**config.mk**
```make
export PLATFORM = sky130hd
export DESIGN_NAME = pwm_write_sync_status
export DESIGN_NICKNAME = d
export VERILOG_FILES = /design/src/inc/pwm_sync_pkg.sv /design/src/inc/reg_store_if.sv /design/src/hdl/pwm_write_sync_status.sv /design/src/hdl/timer_reg_store.sv
export SDC_FILE = /design/constraint.sdc
export NUM_CORES = 1
export LEC_CHECK = 0
export BUFFER_PORTS_ARGS = -buffer_cell sky130_fd_sc_hd__buf_2
export CORE_ASPECT_RATIO = 1.1
export CORE_MARGIN = 10
export CORE_UTILIZATION = 60
export DETAILED_ROUTE_END_ITERATION = 7
export PLACE_DENSITY = 0.79
export REMOVE_ABC_BUFFERS = 1
export SLEW_MARGIN = 30
export SYNTH_ARGS = -nofsm -noshare
export SYNTH_HDL_FRONTEND = slang
export SYNTH_SLANG_ARGS = --single-unit
```
**constraint.sdc**
```tcl
create_clock -name ref_clk -period 2.7 [get_ports ref_clk]
set_input_delay 0.405 -clock ref_clk [delete_from_list [all_inputs] [get_ports ref_clk]]
set_output_delay 0.405 -clock ref_clk [all_outputs]
set_load 0.01 [all_outputs]
```
**src/inc/pwm_sync_pkg.sv**
```systemverilog
// constants shared by the timer register store and its sync status logic
package pwm_sync_pkg;
   localparam int APB_ADDR_W = 12;
   localparam int DATA_W = 32;
   localparam int NUM_TIMERS = 4;
   localparam int KINDS_PER_TIMER = 4;
   localparam int NUM_REGS = NUM_TIMERS * KINDS_PER_TIMER;
   localparam int IDX_W = 4;
   // register byte offsets: timer n block at n * 0x10, word index = offset / 4
   localparam logic [APB_ADDR_W-1:0] OFS_TIMER_FIRST = 12'h000;
   localparam logic [APB_ADDR_W-1:0] OFS_TIMER_LAST = 12'h03c;
   localparam logic [APB_ADDR_W-1:0] OFS_SYNC_FLAGS = 12'h040;
   localparam int IDX_LSB = 2;
   // kind of register inside one timer block, equal to word index within it
   localparam logic [1:0] KIND_CTRL = 2'h0;
   localparam logic [1:0] KIND_PRESCALE = 2'h1;
   localparam logic [1:0] KIND_PERIOD = 2'h2;
   localparam logic [1:0] KIND_DUTY = 2'h3;
   // duty value is a 12-bit count
   localparam int DUTY_W = 12;
   localparam logic [DATA_W-1:0] DUTY_MASK = 32'h00000fff;
   localparam logic [DATA_W-1:0] FULL_MASK = 32'hffffffff;
   // status word: each timer owns one nibble at stride 8 bits
   localparam int STS_TIMER_STRIDE = 8;
   localparam logic [DATA_W-1:0] STS_USED_MASK = 32'h0f0f0f0f;
   localparam logic [DATA_W-1:0] STS_RESET = 32'h00000000;
   localparam logic [NUM_REGS-1:0] PEND_RESET = 16'h0000;
   localparam logic [DATA_W-1:0] RDATA_ZERO = 32'h00000000;
endpackage

```
**src/inc/reg_store_if.sv**
```systemverilog
// carrier between the sync status logic and the timer register store
`timescale 1ns/100ps
`default_nettype none
interface reg_store_if;
   import pwm_sync_pkg::*;
   logic wrEn;
   logic [IDX_W-1:0] wrIdx;
   logic [DATA_W-1:0] wrData;
   logic [IDX_W-1:0] busIdx;
   logic [DATA_W-1:0] busData;
   logic [IDX_W-1:0] xferIdx;
   logic [DATA_W-1:0] xferData;
   modport ctrl (output wrEn, wrIdx, wrData, busIdx, xferIdx, input busData, xferData);
   modport mem (input wrEn, wrIdx, wrData, busIdx, xferIdx, output busData, xferData);
endinterface
`default_nettype wire

```
**src/hdl/pwm_write_sync_status.sv**
```systemverilog
// timer register writes over apb and their sync status toward the pwm side
`timescale 1ns/100ps
`default_nettype none
module pwm_write_sync_status (
   // clock and reset
   input wire logic ref_clk,
   input wire logic arst_n,
   // apb slave
   input wire logic psel,
   input wire logic penable,
   input wire logic pwrite,
   input wire logic [pwm_sync_pkg::APB_ADDR_W-1:0] paddr,
   input wire logic [pwm_sync_pkg::DATA_W-1:0] pwdata,
   output logic [pwm_sync_pkg::DATA_W-1:0] prdata,
   output logic pready,
   output logic pslverr,
   // pwm side: load slot strobe and transferred value
   input wire logic pwmTick,
   output logic loadStrobe,
   output logic [1:0] loadTimer,
   output logic [1:0] loadKind,
   output logic [pwm_sync_pkg::DATA_W-1:0] loadData
);
   import pwm_sync_pkg::*;

   typedef enum logic [1:0] {ST_IDLE, ST_READ, ST_LOAD} xfer_e;

   reg_store_if st ();

   logic access, hitTimer, hitStatus, aligned, busWrite;
   logic [IDX_W-1:0] busIdx;
   logic [NUM_REGS-1:0] pendQ, pendD;
   logic [DATA_W-1:0] statusWord;
   xfer_e stateQ, stateD;
   logic [IDX_W-1:0] selIdxQ, selIdxD;
   logic rewriteQ, rewriteD;
   logic doClear;

   timer_reg_store #(.DEPTH(NUM_REGS)) timer_reg_store_inst (
      .ref_clk(ref_clk),
      .arst_n(arst_n),
      .st(st)
   );

   // address decode; every access answers without wait states
   assign access = psel && penable;
   assign aligned = (paddr[IDX_LSB-1:0] == 2'h0);
   assign hitTimer = aligned && paddr <= OFS_TIMER_LAST && paddr >= OFS_TIMER_FIRST;
   assign hitStatus = (paddr == OFS_SYNC_FLAGS);
   assign busIdx = paddr[IDX_LSB+IDX_W-1:IDX_LSB];
   assign busWrite = access && pwrite && hitTimer;
   assign pready = 1'b1;
   assign pslverr = access && !hitTimer && !hitStatus;

   // store access; duty writes keep only the count bits
   assign st.wrEn = busWrite;
   assign st.wrIdx = busIdx;
   assign st.wrData = pwdata & ((busIdx[1:0] == KIND_DUTY) ? DUTY_MASK : FULL_MASK);
   assign st.busIdx = busIdx;
   assign st.xferIdx = selIdxQ;

   // status word: flag of register t*4+k sits at bit t*8+k, the rest zero
   generate
      for (genvar t = 0; t < NUM_TIMERS; t++) begin : g_sts
         assign statusWord[t*STS_TIMER_STRIDE +: KINDS_PER_TIMER] =
            pendQ[t*KINDS_PER_TIMER +: KINDS_PER_TIMER];
         assign statusWord[t*STS_TIMER_STRIDE+KINDS_PER_TIMER +: KINDS_PER_TIMER] = 4'h0;
      end
   endgenerate

   // read data: store word is registered from the setup cycle
   always_comb begin
      prdata = RDATA_ZERO;
      if (access && !pwrite && hitTimer) begin
         prdata = st.busData;
      end else if (access && !pwrite && hitStatus) begin
         prdata = statusWord;
      end
   end

   // transfer engine: on a pwm tick move the lowest pending register across
   always_comb begin
      stateD = stateQ;
      selIdxD = selIdxQ;
      rewriteD = rewriteQ;
      doClear = 1'b0;
      case (stateQ)
         ST_IDLE: begin
            rewriteD = 1'b0;
            if (pwmTick && |pendQ) begin
               for (int i = NUM_REGS - 1; i >= 0; i--) begin
                  if (pendQ[i]) begin
                     selIdxD = IDX_W'(i);
                  end
               end
               stateD = ST_READ;
            end
         end
         ST_READ: begin
            // a write now is not in the word being read out
            rewriteD = busWrite && busIdx == selIdxQ;
            stateD = ST_LOAD;
         end
         ST_LOAD: begin
            doClear = !rewriteQ;
            stateD = ST_IDLE;
         end
         default: begin
            stateD = ST_IDLE;
         end
      endcase
   end

   // pending flags: clear on transfer, a write in the same cycle wins
   always_comb begin
      pendD = pendQ;
      if (doClear) begin
         pendD[selIdxQ] = 1'b0;
      end
      if (busWrite) begin
         pendD[busIdx] = 1'b1;
      end
   end

   // state registers
   always_ff @(posedge ref_clk or negedge arst_n) begin
      if (!arst_n) begin
         pendQ <= PEND_RESET;
         stateQ <= ST_IDLE;
         selIdxQ <= '0;
         rewriteQ <= 1'b0;
      end else begin
         pendQ <= pendD;
         stateQ <= stateD;
         selIdxQ <= selIdxD;
         rewriteQ <= rewriteD;
      end
   end

   // pwm side outputs; data straight from the store's output register
   assign loadStrobe = (stateQ == ST_LOAD);
   assign loadTimer = selIdxQ[IDX_W-1:2];
   assign loadKind = selIdxQ[1:0];
   assign loadData = st.xferData;

   // checks
   logic stsRead;
   logic [NUM_REGS-1:0] selOneHot;
   assign stsRead = access && !pwrite && hitStatus;
   // one-hot of the register picked for transfer
   assign selOneHot = {{(NUM_REGS-1){1'b0}}, 1'b1} << selIdxQ;
endmodule
`default_nettype wire

```
**src/hdl/timer_reg_store.sv**
```systemverilog
// sixteen timer value registers with one write and two registered read ports
`timescale 1ns/100ps
`default_nettype none
module timer_reg_store #(
   parameter int DEPTH = pwm_sync_pkg::NUM_REGS
) (
   // clock and reset
   input wire logic ref_clk,
   input wire logic arst_n,
   // access from the sync status logic
   reg_store_if.mem st
);
   import pwm_sync_pkg::*;

   logic [DATA_W-1:0] memQ [DEPTH];
   logic [DATA_W-1:0] memD [DEPTH];
   logic [DATA_W-1:0] busDataD;
   logic [DATA_W-1:0] xferDataD;
   logic [DATA_W-1:0] busDataQ;
   logic [DATA_W-1:0] xferDataQ;

   // next contents and read data; a read in the write cycle sees the old word
   always_comb begin
      for (int i = 0; i < DEPTH; i++) begin
         memD[i] = (st.wrEn && st.wrIdx == IDX_W'(i)) ? st.wrData : memQ[i];
      end
      busDataD = memQ[st.busIdx];
      xferDataD = memQ[st.xferIdx];
   end

   // storage and output registers
   always_ff @(posedge ref_clk or negedge arst_n) begin
      if (!arst_n) begin
         for (int i = 0; i < DEPTH; i++) begin
            memQ[i] <= RDATA_ZERO;
         end
         busDataQ <= RDATA_ZERO;
         xferDataQ <= RDATA_ZERO;
      end else begin
         memQ <= memD;
         busDataQ <= busDataD;
         xferDataQ <= xferDataD;
      end
   end

   assign st.busData = busDataQ;
   assign st.xferData = xferDataQ;
endmodule
`default_nettype wire

```
Word-level counts from Yosys, hierarchy flattened
Index checks and enable logic that the tools add are counted.
{"block": "classes", "order_cmp": 8, "bitwise": 6, "n_reduce_logical": 41, "mux": 35, "n_eq_ne": 21}
{"op": "binary-select mux 32 bit (select 4 bit)", "n": 2}
{"op": "2-to-1 mux 32 bit", "n": 6}
{"op": "2-to-1 mux 4 bit", "n": 16}
{"op": "AND 32 bit", "n": 1}
{"op": "equality test 4 bit, second input constant", "n": 8}
{"op": "2-to-1 mux 16 bit", "n": 2}
{"op": "logical AND 1 bit", "n": 30}
{"op": "2-to-1 mux 28 bit", "n": 1}
{"op": "AND 16 bit", "n": 1}
{"op": "equality test 4 x 3 -> 1 bit, second input constant", "n": 4}
{"op": "inverter 16 bit", "n": 1}
{"op": "bitwise OR 16 bit", "n": 1}
{"op": "nonzero test 16 bit", "n": 1}
{"op": "OR reduction 16 bit", "n": 1}
{"op": "equality test 12 x 7 -> 1 bit, second input constant", "n": 1}
{"op": ">= comparator 12 x 1 -> 1 bit, second input constant", "n": 1}
{"op": "less-or-equal comparator 12 x 6 -> 1 bit, second input constant", "n": 1}
{"op": ">= comparator 5 bit, second input constant", "n": 2}
{"op": "< comparator 4 x 5 -> 1 bit, second input constant", "n": 2}
{"op": "inverter 4 -> 5 bit", "n": 2}
{"op": "demux 1 bit (select 4 bit)", "n": 2}
{"op": "equality test 4 x 2 -> 1 bit, second input constant", "n": 2}
{"op": ">= comparator 4 x 1 -> 1 bit, second input constant", "n": 2}
{"op": "equality test 2 bit, second input constant", "n": 2}
{"op": "other kinds (13)", "n": 19}
{"block": "totals", "register_bits": 599, "out_inout_bits": 71, "word_cells": 133}

Depth between registers and ports, before layout
{"block": "logic_depth", "ltp_word": 16, "depth_mapped": 8, "ltp_nobuf": 5}

By module
A second synthesis with hierarchy kept.
{"block": "unflattened", "cells_unflattened": 1930, "hier_area_um2": 29721.0}
{"mod": "timer_reg_store", "instances": 1, "area_per_inst_um2": 28049.4, "seq_area_each_um2": 14413.8, "cells_per_inst": 1739}
{"mod": "pwm_write_sync_status", "instances": 1, "area_per_inst_um2": 1671.6, "seq_area_each_um2": 575.6, "cells_per_inst": 191}

Worst setup path after synthesis
No wires, ideal clock.
{"block": "synth_timing", "path_kind": "input-to-output", "from": "in paddr[8] (netlist bit)", "to": "out prdata[10] (netlist bit)", "arrival_ns": 2.052, "slack_ns": 0.243, "cell_stages": 7, "n_path_buf": 3, "cell_sequence": "or4_1 > nor3b_2 > buf_4 > and2_1 > clkbuf_1 > buf_2 > a22o_1"}
{"block": "synth_via", "elab_chain_cells": 5, "word_cells_on_any_way": 9, "cone_classes": "order compare: 2; eq/ne: 1; mux: 2; reduce/logical: 4"}
{"item": "start, declared", "line_no": "pwm_write_sync_status.sv:12", "rtl": "input wire logic [pwm_sync_pkg::APB_ADDR_W-1:0] paddr,"}
{"item": "less-or-equal comparator 12 x 6 -> 1 bit", "line_no": "pwm_write_sync_status.sv:48", "rtl": "assign hitTimer = aligned && paddr <= OFS_TIMER_LAST && paddr >= OFS_TIMER_FIRST;"}
{"item": "logical AND 1 bit (2 in series)", "line_no": "pwm_write_sync_status.sv:48"}
{"item": "logical AND 1 bit", "line_no": "pwm_write_sync_status.sv:74", "rtl": "if (access && !pwrite && hitTimer) begin"}
{"item": "2-to-1 mux 32 bit (*)", "line_no": "pwm_write_sync_status.sv:74"}
{"item": "end, declared", "line_no": "pwm_write_sync_status.sv:14", "rtl": "output logic [pwm_sync_pkg::DATA_W-1:0] prdata,"}
Every way passes the cells marked *; elsewhere a longest branch is shown, timed or not.

Final worst setup path
{"block": "layout_timing", "from": "in paddr[8] (netlist bit)", "to": "out prdata[8] (netlist bit)"}
Same word-level chain as after synthesis.

==> impl_metrics.csv <==
group,metric,value,unit
outcome,status,"finished, final reports clean",
timing,rsz0062_at_grt,"no",
pwr,seq_power_share,0.440,
floorplan,start_util,0.610,
timing,tightest_slew,924,ps
global_route,grt_max_degree,129,
synth,netlist_instances,2114,
layout,final_area,33500,sq um
cts,clock_latency,640,ps
timing,max_freq,0.389,GHz
routing,avgRoutedWirePerCell,28.9,microns
routing,drc_errors,0,
synth,seq_area_frac_synth,0.512,
layout,final-seq-area,15000,sq um
routing,num_vias,19800,
floorplan,core,48000,sq um
worst_setup_path,critPathLaunchType,"input port",
pwr,power.leakage,16.1,nW
pwr,p_int,15.8,mW
pwr,power,21.5,mW
timing,setup_viol,0,
floorplan,ios,121,
placement,place_area,31300,sq um
pwr,power_switching,5.69,mW
worst_setup_path,crit_path_max_fanout,12,
timing,timing.final.ws_setup,127,ps
pwr,ir_worst_vdd,0.000593,V
timing,slew_headroom,0.384,
placement,gp_congestion,0.851,
synth,postSynthAreaPerCell,13.9,sq um
job,maxCapViolations,0,
floorplan,die-height,252,microns
layout,multi_input_area,13600,sq um
worst_setup_path,crit_path_cell_trace,"buf_2, or4_1, and2b_1, and4_1, buf_4, a22o_1, buf_2",
layout,layout-drive-gt1-share,0.404,
cts,cts_made_buffers,58,
cts,clk_pin_slew_worst_paths,60,ps
timing,fin_crit_sh,0.953,
cts,clock_sinks,599,
placement,dpl_worst_slack,140,ps
timing,layout_min_cycle_time,2570,ps
hold_path,min-delay-start,"pwdata[28]",
worst_setup_path,crit_top_cell,"buf_2",
layout,final_cell_mix,"dfrtp_1, nand2_1, mux4_2",
placement,dp_hpwl,50900,microns
worst_setup_path,critPathArrivalTime,2170,ps
worst_setup_path,slowest_stage,"or4_1",
floorplan,dieArea,58100,sq um
worst_setup_path,crit_path_max_incr_delay,670,ps
floorplan,rows,84,
synth,synth.distinct_cells,42,
timing,slew_violations,0,
layout,syn2layout_area_growth,14.2,%
synth,yosysWarnings,0,
pwr,p_sw_frac,0.265,
hold_path,hp-class,"input port to flop",
global_route,antenna_found_initial,5,
global_route,grt_first_pass_wirelength,130000,microns
routing,drtIter0Drc,2482,
layout,utilization,0.697,
worst_setup_path,reg2reg_from,"selIdxQ[0]",
worst_setup_path,worstSetupEndpointType,"output port",
cts,cts_tree,"built",
layout,fill_cells,3081,
global_route,gr-total-overflow,0,
global_route,track_usage,0.294,
worst_setup_path,critical_path_class,"input port to output port",
global_route,grt_pass1_vias,21100,
layout,layout.nets,2256,
pwr,clkPwrFrac,0.417,
worst_setup_path,cp-startpoint,"paddr[8]",
synth,synth_area,29300,sq um
timing,clock_skew,16.1,ps
routing,dr.pass1.iters,5,
timing,finalSetupTns,0,ps
worst_setup_path,worstPathRequired,2300,ps
cts,cts_htree_levels,2,
cts,cts.path.max_buffers,3,
floorplan,die_x,231,microns
pwr,pwr-share-comb,0.143,
pwr,powerDensity,641,nW/um^2
timing,finalHoldViolations,0,
cts,cts_root_buf,"clkbuf_16",
placement,io_buffers,119,
routing,ant_nets,0,
routing,routed_wirelength,84000,microns
routing,viasPerCell,6.82,
layout,mostFrequentLayoutCell,"dfrtp_1",
synth,ys_ff_latch,599,
==> worst paths after layout <==
kind | cells after the start | slack (ps) | endpoint
max | 7 | 130 | prdata[8]
min in group asynchronous | 2 | 220 | timer_reg_store_inst.memQ[357]
max in group asynchronous | 3 | 1540 | timer_reg_store_inst.memQ[395]
max reg2reg | 4 | 560 | timer_reg_store_inst.st.xferData[23]
min | 3 | 90 | timer_reg_store_inst.memQ[316]
min reg2reg | 2 | 490 | timer_reg_store_inst.memQ[43]
==> stage by stage <==
step	instances	hold WS [ps]
final	2904	93.1
after global routing	2903	105
after CTS	2901	79.0
after detailed placement	2790	280
after global placement	2790	279
after floorplan	1928	109
==> area by class of cell <==
class | instances | share of cell area
Multi-Input combinational cell | 1326 | 0.406
Sequential cell | 599 | 0.448
Timing Repair Buffer | 218 | 0.0585
Antenna cell | 3 | 0.000224
Clock inverter | 33 | 0.0148
Clock buffer | 77 | 0.0482
Tap cell | 645 | 0.0241
Inverter | 3 | 0.000336
==> worst max-delay path: cells and delay by family <==
family | cells | cell delay (ps)
and+or+nand+nor | 3 | 1170
buffers and inverters | 3 | 440
AOI/OAI and AO/OA | 1 | 150
==> power groups by stage <==
stage / Clock (mW) / Sequential (mW) / Combinational [mW]
floorplan: 0 / 9.85 / 1.02
CTS: 8.98 / 9.43 / 3.10
global placement: 0 / 9.59 / 3.08
global route: 9.39 / 9.45 / 3.27
detailed placement: 0 / 9.60 / 3.08
finish: 8.94 / 9.44 / 3.07
==> layer usage <==
metal  global-route usage  wire length [microns]
met4                0.141                   4130
met3               0.0567                   7570
met2                0.478                  41500
met1                0.380                  30800
met5                    0                     29
==> cell families after synthesis <==
logic type	after synthesis	share of synthesized area
compound gates	83	0.0169
other cells	1	0.000128
mux	571	0.342
buf+inv	189	0.0273
simple gates	667	0.100
flops	599	0.512
xor+xnor	4	0.00120
==> flip-flops by register name, summed over array words and instances, names as in the netlist <==
signal / cells
selIdxQ: 4
timer_reg_store_inst.st.xferData: 32
stateQ: 2
timer_reg_store_inst.st.busData: 32
pendQ: 16
timer_reg_store_inst.memQ: 512
rewriteQ: 1
==> what timing repair did <==
item / 4_1_cts / 5_1_grt
hold buffers: 1 / 0
endpoints found under the hold margin: 106 / 0
resized for setup: 0 / 0
setup buffers: 0 / 0
==> synthesized netlist by cell type <==
master	number	area share
dfrtp_1	599	0.51
nand2_1	504	0.065
mux4_2	320	0.25
mux2_2	248	0.095
clkbuf_1	106	0.014
and2_1	61	0.013
buf_2	57	0.0097
o21ai_0	57	0.0097
nor2b_1	25	0.0053
buf_1	19	0.0024
and3_1	18	0.0038
a22o_1	16	0.0048
nor2_1	15	0.0019
nand2b_1	6	0.0013
nand4_2	5	0.0021
nor3_1	5	0.00085
a21oi_1	4	0.00068
nand3_1	4	0.00068
nand3_2	4	0.0014
nor4_1	4	0.00085
or2_2	4	0.00085
xor2_1	4	0.0012
buf_4	3	0.00077
inv_1	3	0.00038
mux2_1	3	0.0012
nand3b_1	2	0.00051
nor3b_1	2	0.00051
o31ai_1	2	0.00051
a211oi_1	1	0.00026
a311o_1	1	0.00034
and2b_1	1	0.00026
and4_1	1	0.00030
buf_6	1	0.00038
conb_1	1	0.00013
nand3_4	1	0.00060
nand4_1	1	0.00021
nand4b_1	1	0.00030
nor3b_2	1	0.00043
o311ai_1	1	0.00030
o41ai_1	1	0.00030
or3_1	1	0.00021
or4_1	1	0.00026
No activity file was read; power rests on OpenSTA's default activity.
